===== src/fspc_params.svh =====
// offsets, field positions, reset values and timing counts of the
// flash self-programming controller; included by its design file
`ifndef FSPC_PARAMS_SVH
`define FSPC_PARAMS_SVH

// apb byte offsets
`define FSPC_OFS_CTRL      8'h00
`define FSPC_OFS_POINTER   8'h04
`define FSPC_OFS_DATA      8'h08
`define FSPC_OFS_INSN      8'h0C
`define FSPC_OFS_LOAD_RES  8'h10

// prog_ctrl_status_reg bit positions
`define FSPC_BIT_SELF_PROG 0
`define FSPC_BIT_PG_ERASE  1
`define FSPC_BIT_PG_WRITE  2
`define FSPC_BIT_LOCK_FUSE 3
`define FSPC_BIT_REENABLE  4
`define FSPC_BIT_SECT_BUSY 6
`define FSPC_BIT_IRQ_EN    7

// instruction register bits
`define FSPC_BIT_STORE     0
`define FSPC_BIT_LOAD      1

// command codes in the low five control bits
`define FSPC_CODE_LOAD     5'h01
`define FSPC_CODE_ERASE    5'h03
`define FSPC_CODE_WRITE    5'h05
`define FSPC_CODE_LOCK     5'h09
`define FSPC_CODE_REEN     5'h11

// pointer layout: word index and page number
`define FSPC_WORD_LSB      1
`define FSPC_WORD_MSB      6
`define FSPC_PAGE_LSB      7
`define FSPC_PAGE_MSB      14
`define FSPC_PAGE_WORDS    64
`define FSPC_HALT_PAGE0    8'hE0

// lock and fuse read selectors
`define FSPC_PTR_FUSE_LO   16'h0000
`define FSPC_PTR_LOCK      16'h0001
`define FSPC_PTR_FUSE_EXT  16'h0002
`define FSPC_PTR_FUSE_HI   16'h0003

// reset and fill values
`define FSPC_CTRL_RST      8'h00
`define FSPC_BYTE_ONES     8'hFF
`define FSPC_WORD_ERASED   16'hFFFF

// timed windows in core cycles
`define FSPC_STORE_WIN     3'h4
`define FSPC_LOAD_WIN      3'h3
`define FSPC_LOAD_MIN_CNT  (`FSPC_STORE_WIN - `FSPC_LOAD_WIN + 3'h1)

`endif


===== src/fspc_pkg.sv =====
// types shared by the flash self-programming controller
// numeric widths are written out here; the params header is not included
package fspc_pkg;

  typedef enum logic [1:0] {
    FSPC_OP_NONE,
    FSPC_OP_ERASE,
    FSPC_OP_WRITE,
    FSPC_OP_LOCK
  } fspc_op_t;

  typedef enum logic {
    FSPC_ST_IDLE,
    FSPC_ST_RUN
  } fspc_state_t;

  typedef struct packed {
    logic       start;
    fspc_op_t   op;
    logic [7:0] page;
    logic [7:0] lock_data;
  } fspc_flash_req_t;

  typedef struct packed {
    logic        req;
    logic [14:0] addr;
  } fspc_flash_rd_t;

endpackage


===== src/fspc_ctrl.sv =====
// flash self-programming controller: apb registers, timed store/load
// windows, temporary page buffer, flash macro sequencing
// assumes a flash macro that answers each start with a done pulse
//
// Implementation choices: the address map and the APB slave port.
`timescale 1ns/1ps
`include "fspc_params.svh"

module fspc_ctrl (
  input  wire logic                     mclk,
  input  wire logic                     reset_n,
  input  wire logic                     psel,
  input  wire logic                     penable,
  input  wire logic                     pwrite,
  input  wire logic [7:0]               paddr,
  input  wire logic [31:0]              pwdata,
  output logic      [31:0]              prdata,
  output logic                          pready,
  output logic                          pslverr,
  input  wire logic                     eeprom_write_busy,
  input  wire logic [7:0]               fuse_low_byte,
  input  wire logic [7:0]               fuse_high_byte,
  input  wire logic [2:0]               fuse_extended_byte,
  input  wire logic [5:0]               lock_bits_state,
  output fspc_pkg::fspc_flash_req_t     flash_req,
  input  wire logic                     flash_done,
  input  wire logic [5:0]               flash_buf_idx,
  output logic      [15:0]              flash_buf_word,
  output fspc_pkg::fspc_flash_rd_t      flash_rd,
  input  wire logic [7:0]               flash_rd_data,
  output logic                          cpu_halt,
  output logic                          concurrent_read_block,
  output logic                          spm_irq
);

  ////////////////////////////////////////////////////////////////////
  // helpers

  function automatic fspc_pkg::fspc_op_t op_of(input logic [4:0] code);
    unique case (code)
      `FSPC_CODE_ERASE: op_of = fspc_pkg::FSPC_OP_ERASE;
      `FSPC_CODE_WRITE: op_of = fspc_pkg::FSPC_OP_WRITE;
      `FSPC_CODE_LOCK:  op_of = fspc_pkg::FSPC_OP_LOCK;
      default:          op_of = fspc_pkg::FSPC_OP_NONE;
    endcase
  endfunction

  function automatic logic [7:0] page_of(input logic [15:0] ptr);
    page_of = ptr[`FSPC_PAGE_MSB:`FSPC_PAGE_LSB];
  endfunction

  ////////////////////////////////////////////////////////////////////
  // state

  logic [7:0]              ctrl_ff;
  logic [15:0]             pointer_ff;
  logic [15:0]             data_ff;
  logic [7:0]              load_res_ff;
  logic [2:0]              win_cnt_ff;
  logic                    sect_busy_ff;
  logic                    rd_pend_ff;
  fspc_pkg::fspc_state_t   state_ff;
  fspc_pkg::fspc_op_t      op_ff;
  logic [7:0]              op_page_ff;
  logic                    op_halt_ff;
  logic [15:0]             buf_mem [`FSPC_PAGE_WORDS];
  logic [`FSPC_PAGE_WORDS-1:0] buf_valid_ff;

  logic                    acc;
  logic                    wr_ctrl;
  logic                    wr_ptr;
  logic                    wr_data;
  logic                    store_evt;
  logic                    load_evt;
  logic                    enabled;
  logic                    in_store_win;
  logic                    in_load_win;
  logic                    store_ok;
  logic                    op_start;
  logic                    op_end;
  logic                    lf_read;
  logic                    buf_load;
  logic                    buf_clear;
  logic [5:0]              word_idx;
  fspc_pkg::fspc_op_t      nxt_op;

  ////////////////////////////////////////////////////////////////////
  // apb slave: no wait state, answer in second cycle

  assign acc     = psel & penable & pready;
  assign wr_ctrl = acc & pwrite & (paddr == `FSPC_OFS_CTRL);
  assign wr_ptr  = acc & pwrite & (paddr == `FSPC_OFS_POINTER);
  assign wr_data = acc & pwrite & (paddr == `FSPC_OFS_DATA);
  assign store_evt = acc & pwrite & (paddr == `FSPC_OFS_INSN) &
                     pwdata[`FSPC_BIT_STORE];
  assign load_evt  = acc & pwrite & (paddr == `FSPC_OFS_INSN) &
                     pwdata[`FSPC_BIT_LOAD];

  always_ff @(posedge mclk or negedge reset_n) begin
    if (!reset_n) begin
      pready  <= 1'b0;
      pslverr <= 1'b0;
      prdata  <= 32'h0000_0000;
    end else if (psel && !penable) begin
      pready  <= 1'b1;
      pslverr <= 1'b0;
      prdata  <= 32'h0000_0000;
      unique case (paddr)
        `FSPC_OFS_CTRL:     prdata[7:0] <= {ctrl_ff[7], sect_busy_ff,
                                            1'b0, ctrl_ff[4:0]};
        `FSPC_OFS_POINTER:  prdata[15:0] <= pointer_ff;
        `FSPC_OFS_DATA:     prdata[15:0] <= data_ff;
        `FSPC_OFS_INSN:     prdata <= 32'h0000_0000;
        `FSPC_OFS_LOAD_RES: prdata[7:0] <= load_res_ff;
        default:            pslverr <= 1'b1;
      endcase
    end else begin
      pready  <= 1'b0;
      pslverr <= 1'b0;
    end
  end

  always_ff @(posedge mclk or negedge reset_n) begin
    if (!reset_n) begin
      pointer_ff <= 16'h0000;
      data_ff    <= 16'h0000;
    end else begin
      if (wr_ptr)
        pointer_ff <= pwdata[15:0];
      if (wr_data)
        data_ff <= pwdata[15:0];
    end
  end

  ////////////////////////////////////////////////////////////////////
  // timed windows and control register

  assign enabled      = ctrl_ff[`FSPC_BIT_SELF_PROG];
  assign in_store_win = (win_cnt_ff != 3'h0);
  assign in_load_win  = (win_cnt_ff >= `FSPC_LOAD_MIN_CNT);
  // eeprom write blocks every programming step
  assign store_ok = store_evt & enabled & in_store_win &
                    (state_ff == fspc_pkg::FSPC_ST_IDLE) &
                    ~eeprom_write_busy;
  assign nxt_op   = op_of(ctrl_ff[4:0]);
  assign op_start = store_ok & (nxt_op != fspc_pkg::FSPC_OP_NONE);
  assign op_end   = (state_ff == fspc_pkg::FSPC_ST_RUN) & flash_done;
  assign lf_read  = load_evt & enabled & ctrl_ff[`FSPC_BIT_LOCK_FUSE] &
                    in_load_win & ~eeprom_write_busy;
  assign buf_load = store_ok & (ctrl_ff[4:0] == `FSPC_CODE_LOAD);
  assign word_idx = pointer_ff[`FSPC_WORD_MSB:`FSPC_WORD_LSB];

  always_ff @(posedge mclk or negedge reset_n) begin
    if (!reset_n) begin
      ctrl_ff    <= `FSPC_CTRL_RST;
      win_cnt_ff <= 3'h0;
    end else if (wr_ctrl && !enabled && !eeprom_write_busy) begin
      ctrl_ff    <= {pwdata[7], 2'b00, pwdata[4:0]};
      win_cnt_ff <= pwdata[`FSPC_BIT_SELF_PROG] ? `FSPC_STORE_WIN : 3'h0;
    end else if (op_start) begin
      win_cnt_ff <= 3'h0;
    end else if (op_end) begin
      ctrl_ff[4:0] <= 5'h00;
    end else if (store_ok || lf_read) begin
      ctrl_ff[4:0] <= 5'h00;
      win_cnt_ff   <= 3'h0;
    end else if (in_store_win) begin
      win_cnt_ff <= win_cnt_ff - 3'h1;
      if (win_cnt_ff == 3'h1)
        ctrl_ff[4:0] <= 5'h00;
    end
  end

  ////////////////////////////////////////////////////////////////////
  // operation sequencer

  always_ff @(posedge mclk or negedge reset_n) begin
    if (!reset_n) begin
      state_ff   <= fspc_pkg::FSPC_ST_IDLE;
      op_ff      <= fspc_pkg::FSPC_OP_NONE;
      op_page_ff <= 8'h00;
      op_halt_ff <= 1'b0;
    end else begin
      unique case (state_ff)
        fspc_pkg::FSPC_ST_IDLE: begin
          if (op_start) begin
            state_ff   <= fspc_pkg::FSPC_ST_RUN;
            op_ff      <= nxt_op;
            op_page_ff <= page_of(pointer_ff);
            // lock programming never halts
            op_halt_ff <= (nxt_op != fspc_pkg::FSPC_OP_LOCK) &&
                          (page_of(pointer_ff) >= `FSPC_HALT_PAGE0);
          end
        end
        fspc_pkg::FSPC_ST_RUN: begin
          if (flash_done) begin
            state_ff   <= fspc_pkg::FSPC_ST_IDLE;
            op_ff      <= fspc_pkg::FSPC_OP_NONE;
            op_halt_ff <= 1'b0;
          end
        end
      endcase
    end
  end

  always_ff @(posedge mclk or negedge reset_n) begin
    if (!reset_n) begin
      flash_req <= '0;
    end else begin
      flash_req.start <= op_start;
      if (op_start) begin
        flash_req.op        <= nxt_op;
        // erase and write take only the page field
        flash_req.page      <= page_of(pointer_ff);
        // lock programming uses data bits 5:0 only
        flash_req.lock_data <= {2'b11, data_ff[5:0]};
      end
    end
  end

  // busy flag and read blocking
  always_ff @(posedge mclk or negedge reset_n) begin
    if (!reset_n) begin
      sect_busy_ff   <= 1'b0;
      concurrent_read_block <= 1'b0;
      cpu_halt       <= 1'b0;
      spm_irq        <= 1'b0;
    end else begin
      if (op_start && nxt_op != fspc_pkg::FSPC_OP_LOCK)
        sect_busy_ff <= 1'b1;
      else if (store_ok && ctrl_ff[4:0] == `FSPC_CODE_REEN)
        sect_busy_ff <= 1'b0;
      concurrent_read_block <= !flash_done &&
                               (state_ff == fspc_pkg::FSPC_ST_RUN) &&
                               (op_ff != fspc_pkg::FSPC_OP_LOCK);
      cpu_halt <= op_halt_ff && !flash_done;
      spm_irq  <= ctrl_ff[`FSPC_BIT_IRQ_EN] && !enabled;
    end
  end

  ////////////////////////////////////////////////////////////////////
  // temporary page buffer

  assign buf_clear = (op_end && op_ff == fspc_pkg::FSPC_OP_WRITE) ||
                     (store_ok && ctrl_ff[4:0] == `FSPC_CODE_REEN) ||
                     (eeprom_write_busy && (buf_valid_ff != '0));

  always_ff @(posedge mclk or negedge reset_n) begin
    if (!reset_n) begin
      buf_valid_ff <= '0;
    end else if (buf_clear) begin
      buf_valid_ff <= '0;
    end else if (buf_load) begin
      buf_valid_ff[word_idx] <= 1'b1;
    end
  end

  always_ff @(posedge mclk) begin
    if (buf_load)
      buf_mem[word_idx] <= data_ff;
  end

  always_ff @(posedge mclk or negedge reset_n) begin
    if (!reset_n)
      flash_buf_word <= `FSPC_WORD_ERASED;
    else if (buf_valid_ff[flash_buf_idx])
      flash_buf_word <= buf_mem[flash_buf_idx];
    else
      flash_buf_word <= `FSPC_WORD_ERASED;
  end

  ////////////////////////////////////////////////////////////////////
  // load instruction: lock/fuse window or byte read of flash

  always_ff @(posedge mclk or negedge reset_n) begin
    if (!reset_n) begin
      flash_rd    <= '0;
      rd_pend_ff  <= 1'b0;
      load_res_ff <= 8'h00;
    end else begin
      flash_rd.req <= 1'b0;
      // flash answers in the cycle after the request pulse
      rd_pend_ff   <= flash_rd.req;
      if (rd_pend_ff)
        load_res_ff <= flash_rd_data;
      if (lf_read) begin
        unique case (pointer_ff)
          `FSPC_PTR_FUSE_LO:  load_res_ff <= fuse_low_byte;
          `FSPC_PTR_LOCK:     load_res_ff <= {2'b11,
                                              lock_bits_state};
          `FSPC_PTR_FUSE_EXT: load_res_ff <= {5'b11111,
                                              fuse_extended_byte};
          `FSPC_PTR_FUSE_HI:  load_res_ff <= fuse_high_byte;
          default:            load_res_ff <= `FSPC_BYTE_ONES;
        endcase
      end else if (load_evt && enabled && ctrl_ff[`FSPC_BIT_LOCK_FUSE]) begin
        // window read refused while eeprom busy or outside the load window
        load_res_ff <= `FSPC_BYTE_ONES;
      end else if (load_evt) begin
        if (concurrent_read_block &&
            page_of(pointer_ff) < `FSPC_HALT_PAGE0) begin
          load_res_ff <= `FSPC_BYTE_ONES;
        end else begin
          flash_rd.req  <= 1'b1;
          flash_rd.addr <= pointer_ff[14:0];
        end
      end
    end
  end
endmodule // fspc_ctrl


===== config.mk =====
export PLATFORM = sky130hd
export DESIGN_NAME = fspc_ctrl
export DESIGN_NICKNAME = d
export VERILOG_FILES = /design/src/fspc_pkg.sv /design/src/fspc_ctrl.sv
export VERILOG_INCLUDE_DIRS = /design/src /design/src/src
export SDC_FILE = /design/constraint.sdc
export NUM_CORES = 1
export LEC_CHECK = 0
export BUFFER_PORTS_ARGS = -buffer_cell sky130_fd_sc_hd__buf_2
export CORE_MARGIN = 1.5
export CORE_UTILIZATION = 28
export CTS_CLUSTER_SIZE = 14
export DETAILED_ROUTE_END_ITERATION = 16
export SYNTH_ARGS = -nofsm -noshare
export SYNTH_HDL_FRONTEND = slang
export SYNTH_SLANG_ARGS = --single-unit

===== constraint.sdc =====
create_clock -name mclk -period 4.3 [get_ports mclk]
set_input_delay 0.86 -clock mclk [delete_from_list [all_inputs] [get_ports mclk]]
set_output_delay 0.86 -clock mclk [all_outputs]
set_load 0.01 [all_outputs]

# Word level (Yosys, flattened, before mapping)
# Memories as Yosys holds them, arrays and structs flattened.
# Index checks and enable logic that the tools add are counted.
[word_totals] reg_bits=190 ramBits=1024 in_bits=86 output_inout_bits=88 wordCells=165 memories=1
[memory_table] memory="buf_mem" words=64 width=16 read_ports=1 rd_ports_with_merged_regs=0 wr=1 line_no="fspc_ctrl.sv:66" rtl="logic [15:0] buf_mem [`FSPC_PAGE_WORDS];"
[op_classes] addsub=1 magnitude_cmp=6 eq_ne=20 n_mux=48 bitwise_logic=26 n_reduce_logical=38
[op_table] cell="$mux W64" n=2
[op_table] cell="$mux W16" n=5
[op_table] cell="$or A64 B64 Y64" n=1
[op_table] cell="$pmux W8 S4" n=2
[op_table] cell="$reduce_bool A64 Y1" n=1
[op_table] cell="$mux W8" n=5
[op_table] cell="$eq A16 B2 Y1 const B" n=2
[op_table] cell="$mux W5" n=6
[op_table] cell="$and A1 B1 Y1" n=20
[op_table] cell="$mux W3" n=6
[op_table] cell="$eq A16 B1 Y1 const B" n=1
[op_table] cell="$eq A8 B4 Y1 const B" n=2
[op_table] cell="$logic_and A1 B1 Y1" n=16
[op_table] cell="$logic_not A16 Y1" n=1
[op_table] cell="$pmux W8 S2" n=1
[op_table] cell="$lt A6 B7 Y1 const B" n=2
[op_table] cell="$mux W1" n=13
[op_table] cell="$reduce_bool A4 Y1" n=3
[op_table] cell="$eq A8 B3 Y1 const B" n=1
[op_table] cell="$eq A8 B5 Y1 const B" n=1
[op_table] cell="$ge A8 B8 Y1 const B" n=1
[op_table] cell="$logic_not A8 Y1" n=1
[op_table] cell="$lt A8 B8 Y1 const B" n=1
[op_table] cell="$ne A2 B2 Y1 const B" n=4
[op_table] cell="other kinds (27)" n=41

# Longest topological paths before layout
# Gate-level depths: netlist of the first run.
[depth] depth_word=14 depth_mapped=10 ltp_nobuf=8

# Worst setup path after synthesis of the first run
# Ideal clock, no wire load.
[synth_path] path_type="input to register" startpoint="input port paddr[5]" endpoint="memory buf_mem[6][0] (enable)" setup_time_ps=390 arrival_ps=3107 t_required_ps=3910 path_slack_ps=803 cell_stages=7 path_buffers=2 path_cell_list="or4_4 -> nor3_4 -> and4_1 -> buf_2 -> nand3_1 -> clkbuf_1 -> nor2_1"
[synth_via] elab_chain_len=10
[synth_lines] element="start, declared" line_no="fspc_ctrl.sv:15" rtl="input wire logic [7:0] paddr,"
[synth_lines] element="$eq A8 B4 Y1"
[synth_lines] element="$and A1 B1 Y1 (2 in series)" line_no="fspc_ctrl.sv:94" rtl="assign store_evt = acc & pwrite & (paddr == `FSPC_OFS_INSN) &"
[synth_lines] element="$and A1 B1 Y1 (3 in series)" line_no="fspc_ctrl.sv:142" rtl="assign store_ok = store_evt & enabled & in_store_win &"
[synth_lines] element="$and A1 B1 Y1" line_no="fspc_ctrl.sv:143" rtl="(state_ff == fspc_pkg::FSPC_ST_IDLE) &"
[synth_lines] element="$and A1 B1 Y1" line_no="fspc_ctrl.sv:150" rtl="assign buf_load = store_ok & (ctrl_ff[4:0] == `FSPC_CODE_LOAD);"
[synth_lines] element="$mux W1" line_no="fspc_ctrl.sv:259" rtl="if (buf_load)"
[synth_lines] element="$mux W1 (implied by the code)" line_no="fspc_ctrl.sv:260" rtl="buf_mem[word_idx] <= data_ff;"
[synth_lines] element="end, declared" line_no="fspc_ctrl.sv:66"
# No other way between the ends.

# Worst setup path after layout of the first run
[layout_path] startpoint="register buf_valid_ff[3]" endpoint="register buf_valid_ff[56]"
[layout_via] elab_chain_len=4 word_cells_on_any_way=5 cone_classes="mux: 1; reduce/logical: 4"
[layout_lines] element="start, declared" line_no="fspc_ctrl.sv:67" rtl="logic [`FSPC_PAGE_WORDS-1:0] buf_valid_ff;"
[layout_lines] element="start signal, assigned" line_no="fspc_ctrl.sv:250" rtl="buf_valid_ff <= '0;"
[layout_lines] element="start signal, assigned" line_no="fspc_ctrl.sv:252" rtl="buf_valid_ff <= '0;"
[layout_lines] element="start signal, assigned by index" line_no="fspc_ctrl.sv:254" rtl="buf_valid_ff[word_idx] <= 1'b1;"
[layout_lines] element="$reduce_bool A64 Y1 *" line_no="fspc_ctrl.sv:246" rtl="(eeprom_write_busy && (buf_valid_ff != '0));"
[layout_lines] element="$logic_and A1 B1 Y1 *" line_no="fspc_ctrl.sv:246"
[layout_lines] element="$logic_or A1 B1 Y1 *" line_no="fspc_ctrl.sv:244" rtl="assign buf_clear = (op_end && op_ff == fspc_pkg::FSPC_OP_WRITE) ||"
[layout_lines] element="$mux W64 / $reduce_bool A2 Y1 (equally long branches)"
# Every way passes the cells marked *; elsewhere a longest branch is shown, timed or not.
# A chain may end at the register's enable or synchronous reset.

==> flow_summary.toml, run 1 <==
[routing]
ant_nets = 0
viasPerCell = 4.93
initialDrtViolationCount = 2512
vias = 24600
dr.pass1.iters = 5
drc = 0
wl_per_cell_um = 24.5
postRouteWirelength_um = 122000

[setup_path]
critPathKind = "register to register"
cpPeakStageDelay_ns = 0.74
endpoint_kind = "register"
crit_slowest_cell = "o41ai_1"
cp_top_family = "compound AO/OA/AOI/OAI gates"
critPathArrivalTime_ns = 3.98
start_kind = "register"
critical_path.max_fanout = 64
reg2reg_slack_ns = 0.95
worstPathCellList = "nor4_1 > nand4_1 > o41ai_1 > o311a_2 > buf_4 > o21a_1"
critPathBufInv = 1
required_ns = 4.93

[place]
placedCellCount = 4760
hpwl_um = 74900
dp_slack_ns = 0.737
port_buffers = 141
placed_cell_area_um2 = 51600
place_congestion = 0.832

[synth]
synth-edff-count = 1024
seq_area_frac_synth = 0.751
synth_area_um2 = 47300
syn_inst = 2397
ys.flop_type = "edfxtp_1"
yosys_warnings = 0
yosys-top-cells-area = "edfxtp_1, mux4_2, dfrtp_1, a22oi_1, mux2_2"
async_flop_share = 0.157
synthDistinctLibCells = 62
synth_top_cell_by_area = "edfxtp_1"
avgSynthCellArea_um2 = 19.7
ys_ff_latch = 1214
yosysTopAreaCellShare = 0.650

[final_layout]
n_fill_cell = 16000
synthToLayoutAreaGrowth_pct = 17.6
final_core_util = 0.332
final_net_count = 2768
drive_gt1_frac = 0.318
final_cells = 4989
fin_area_um2 = 55600
seq_area_um2 = 35500
multi_input_area_um2 = 11100

[sta]
drv_slew = 0
fmax_ghz = 0.298
relSlewSlack = 0.151
fin_ws_ns = 0.948
setup-violations-final = 0
post-route-period-util = 0.780
fin_hold_ws_ns = 0.147
hold_viol = 0
tightest_slew_ns = 1.27
setup-tns-final_ns = 0
finClkSkew_ns = 0.0423
min_period_ns = 3.35
rsz0062_at_grt = "no"

[cts]
clkLatencyLatePin_ns = 0.71
cts-root-buf = "clkbuf_16"
clkSinkCount = 1214
post_cts_resize_count = 0
postCtsHoldBufs = 0
clock_path_buffers = 3
path_clk_slew_ns = 0.06
numCtsBuffers = 121
htree_levels = 3
postCtsSetupBuffers = 0
cts_tree = "yes"

[power_and_ir_drop]
power_mw = 24.0
vdd_ir_drop_max_mv = 0.327
powerDensity_nw_per_um2 = 431
p_leak_nw = 20.9

[floorplan]
core_um2 = 167000
initial_utilization = 0.282
io_pins = 174
die_area_um2 = 171000
die_h_um = 414
die-width_um = 414
rows = 150

[worst_hold_path]
worst_hold_path_type = "input port to asynchronous set/reset pin"

[grt]
grt-ovfl-total = 0
grt_start_max_net_pins = 88
grt_pass1_vias = 24900
grt_pass1_wl_um = 177000
gr-usage-all-layers = 0.141
antenna_found_initial = 12

[job]
maxCapViolations = 0

[outcome]
status = "finished clean"
[synth_stat cells, drive strengths merged, types with 3 or more instances]
master and instances:
nor4 36, o21ai 29, nor4b 3, nor3b 5, ha 3, nor3 11, or3 3, edfxtp 1024
inv 6, a21oi 78, dfrtp 174, o21a 65, buf 84, and2 4, a211oi 7, nand3b 5
clkbuf 79, a221oi 11, dfstp 16, or2 3, a22o 7, mux2i 10, and3 3, a22oi 144
nand3 9, or4 3, nand2b 9, nand2 88, nand4 9, o22ai 3, mux2 65, a222oi 3
nor2b 18, mux4 269, nor2 87
[state kept, by name, summed over array words and instances (netlist names), 2 cells and up]
| signal | count |
|---|---|
| buf_mem | 1024 |
| buf_valid_ff | 64 |
| ctrl_ff | 6 |
| data_ff | 16 |
| flash_buf_word | 16 |
| flash_rd | 16 |
| flash_req | 18 |
| load_res_ff | 8 |
| op_ff | 2 |
| pointer_ff | 16 |
| prdata | 16 |
| win_cnt_ff | 3 |
[routing by layer]
metal / vias up / share of wire / track usage
li1: 10400 / - / -
met1: 13200 / 0.42 / 0.193
met2: 876 / 0.49 / 0.235
met3: 132 / 0.065 / 0.0231
met4: 6 / 0.019 / 0.0333
met5: - / 0.00028 / 0
[worst paths after layout]
kind / startpoint / to / cells after the start
min reg2reg: flash_rd[15] / rd_pend_ff / 0
min in group mclk: flash_done / cpu_halt / 2
max in group asynchronous: reset_n / flash_buf_word[0] / 2
max: buf_valid_ff[3] / buf_valid_ff[56] / 6
min: reset_n / flash_rd[11] / 1
max reg2reg: buf_valid_ff[3] / buf_valid_ff[56] / 6
[power by group]
part | switching [mW] | internal, mW
clock network | 4.39 | 6.17
logic | 0.452 | 0.276
registers | 0.0252 | 12.6
[cell usage in the layout (no fill, tap or decap), types with 29 or more instances in the layout]
master,count
buf_2,138
o21ai_0,29
clkbuf_16,124
mux2_2,56
nor4_1,36
dfrtp_1,158
nand2_1,88
edfxtp_1,1024
a22oi_1,144
nor2_1,53
mux4_2,269
o21a_1,65
a21oi_1,78
clkbuf_1,32
nor2_2,33
buf_4,150
[kinds of logic (layout without fill, tap and decap cells)]
logic type | after synthesis | after routing | share of synthesized area
mux | 344 | 344 | 0.146
other cells | 1 | 17 | 0.0000793
flops | 1214 | 1214 | 0.751
compound gates | 361 | 361 | 0.0525
simple gates | 302 | 302 | 0.0320
buf+inv | 169 | 541 | 0.0170
fa+ha+maj | 3 | 3 | 0.000794
xor+xnor | 3 | 3 | 0.000556
[final cells by class]
type / instances / share of cell area
clock buffer: 167 / 0.0607
timing repair buffer: 307 / 0.0392
multi-input combinational: 1029 / 0.200
inverter: 6 / 0.000405
sequential: 1214 / 0.639
clock inverter: 61 / 0.0110
antenna: 1 / 0.0000450
tap: 2204 / 0.0496
Power figures use the tool's default switching activity.
==> run 2, diff against run 1 <==
clock period = 3.15 ns   (was 4.3 ns; I/O delays follow)
==> flow_summary.toml, run 2 (synthesis results as in run 1) <==
[outcome]
status = "finished clean"

[setup_path]
critical_path.max_fanout = 32
critPathArrivalTime_ns = 3.01
critPathLaunch = "win_cnt_ff[0]"
critPathBufInv = 3
cpMostUsedCell = "buf_12"
critPathKind = "register to register"
reg2reg_slack_ns = 0.52
cpPeakStageDelay_ns = 0.37
required_ns = 3.54
start_kind = "register"
reg2reg_from = "win_cnt_ff[0]"
crit_slowest_cell = "dfrtp_1"
endpoint_kind = "register"
worstPathCellList = "inv_1 > ha_1 > nand2b_1 > and2_1 > and4_1 > nand3b_1 > buf_12 > nor2_1 > buf_12"
cp_top_family = "simple AND/OR/NAND/NOR gates"

[sta]
fmax_ghz = 0.381
relSlewSlack = 0.203
setup-violations-final = 0
min_period_ns = 2.63
finClkSkew_ns = 0.0290
fin_ws_ns = 0.523
rsz0062_at_grt = "no"
drv_slew = 0
fin_hold_ws_ns = 0.153
tightest_slew_ns = 1.20
post-route-period-util = 0.834
hold_viol = 0

[final_layout]
largest_reg_flops = 1024
final_core_util = 0.339
final_net_count = 2817
synthToLayoutAreaGrowth_pct = 20.2
regMostFlops = "buf_mem"
n_fill_cell = 15800
top_regs = "buf_mem x1024, buf_valid_ff x64, flash_req x18"
final_common_cell = "edfxtp_1"
mostFrequentLayoutCells = "edfxtp_1, mux4_2, dfrtp_1, a22oi_1, buf_2"
drive_gt1_frac = 0.331

[routing]
postRouteWirelength_um = 123000
drt-met1-wl_um = 51800
viasPerCell = 4.95
ant_nets = 0
dr.pass1.iters = 5
wl_met3_um = 9040
wl_per_cell_um = 24.5
top_layer = "met5"
dr_wl_met2_um = 58200
drc = 0
vias = 24900
initialDrtViolationCount = 2397

[grt]
grt_pass1_wl_um = 179000
grt-ovfl-total = 0
grt_pass1_vias = 25700
grt_start_max_net_pins = 65
antenna_found_initial = 13
gr-usage-all-layers = 0.143

[cts]
cts-root-buf = "clkbuf_16"
clock_path_buffers = 3
post_cts_resize_count = 0
clkLatencyLatePin_ns = 0.71
clkSinkCount = 1214
path_clk_slew_ns = 0.06
numCtsBuffers = 120
cts_tree = "yes"
htree_levels = 3

[power_and_ir_drop]
p_clk_frac = 0.435
p_leak_nw = 21.3
swShare = 0.205
vdd_ir_drop_max_mv = 0.501
pwr-share-comb = 0.032
powerDensity_nw_per_um2 = 572
power_mw = 32.5
p_sw_mw = 6.67
internal-power_mw = 25.8
seq_power_share = 0.533

[place]
dp_slack_ns = 0.0612
hpwl_um = 78700
place_congestion = 0.825
port_buffers = 141

[worst_hold_path]
hp-start = "flash_done"
worst_hold_path_type = "input port to register"

[job]
maxCapViolations = 0

[floorplan]
initial_utilization = 0.282
die_h_um = 414
die_area_um2 = 171000
die-width_um = 414
io_pins = 174
core_um2 = 167000
rows = 150
## run 2: cell types whose count changed in the layout (fill, tap and decap cells not counted), sizes merged
cell         before  now
clkbuf          167  155
buf             307  356
dlygate4sd3       0    1
bufinv           12   11
clkinvlp          4    5
diode             1    2
clkinv           44   53
inv               7   10
## run 2: worst paths after layout
path	cells past startpoint	endpoint
setup / recovery	9	buf_mem[17][8]
hold / removal	2	cpu_halt
setup reg to reg	9	buf_mem[17][8]
hold reg to reg	0	rd_pend_ff
max in group asynchronous	3	flash_buf_word[10]
min in group asynchronous	2	flash_rd[9]
## run 2: routing by layer
layer / vias to the layer above / GRT usage
li1: 10500 / -
met1: 13300 / 0.193
met2: 920 / 0.228
met3: 196 / 0.0296
met4: 4 / 0.0551
met5: - / 0
## run 2: power groups by stage
stage | sequential (mW) | clock (mW) | combinational (mW)
after floorplan | 17.6 | 0 | 0.592
after global placement | 17.6 | 0 | 1.05
after detailed placement | 17.6 | 0 | 1.06
after CTS | 17.3 | 14.4 | 1.06
after global routing | 17.3 | 15.0 | 1.12
final | 17.3 | 14.1 | 1.05
## run 2: cell type report
class                           count  area [um2]  share of cell area
Sequential cell                  1214       35500               0.626
Antenna cell                        2        5.00           0.0000881
Clock buffer                      155        3240              0.0570
Inverter                            6        22.5            0.000396
Timing Repair Buffer              357        3470              0.0611
Tap cell                         2204        2760              0.0485
Multi-Input combinational cell   1029       11100               0.196
Clock inverter                     73         653              0.0115
## run 2: worst register-to-register path, delay by kind of cell, from the launching register on
| family | cells | cell delay, ns |
|---|---|---|
| flip-flops | 1 | 0.37 |
| adder cells (fa/ha/maj) | 1 | 0.22 |
| buffers and inverters | 3 | 0.53 |
| AND/OR/NAND/NOR | 5 | 1.20 |
## run 2: per-stage QoR
stage	area, um2	cells	setup TNS (ns)
finish	56800	5040	0
detailed placement	52900	4809	0
floorplan	47300	2412	-111.70
global placement	52900	4809	0
global route	56800	5038	0
CTS	56800	5038	0
## run 2: what timing repair did
action                                 in CTS  in global routing
buffers inserted                            0                  0
endpoints found under the hold margin      47                  0
hold buffers                                1                  0
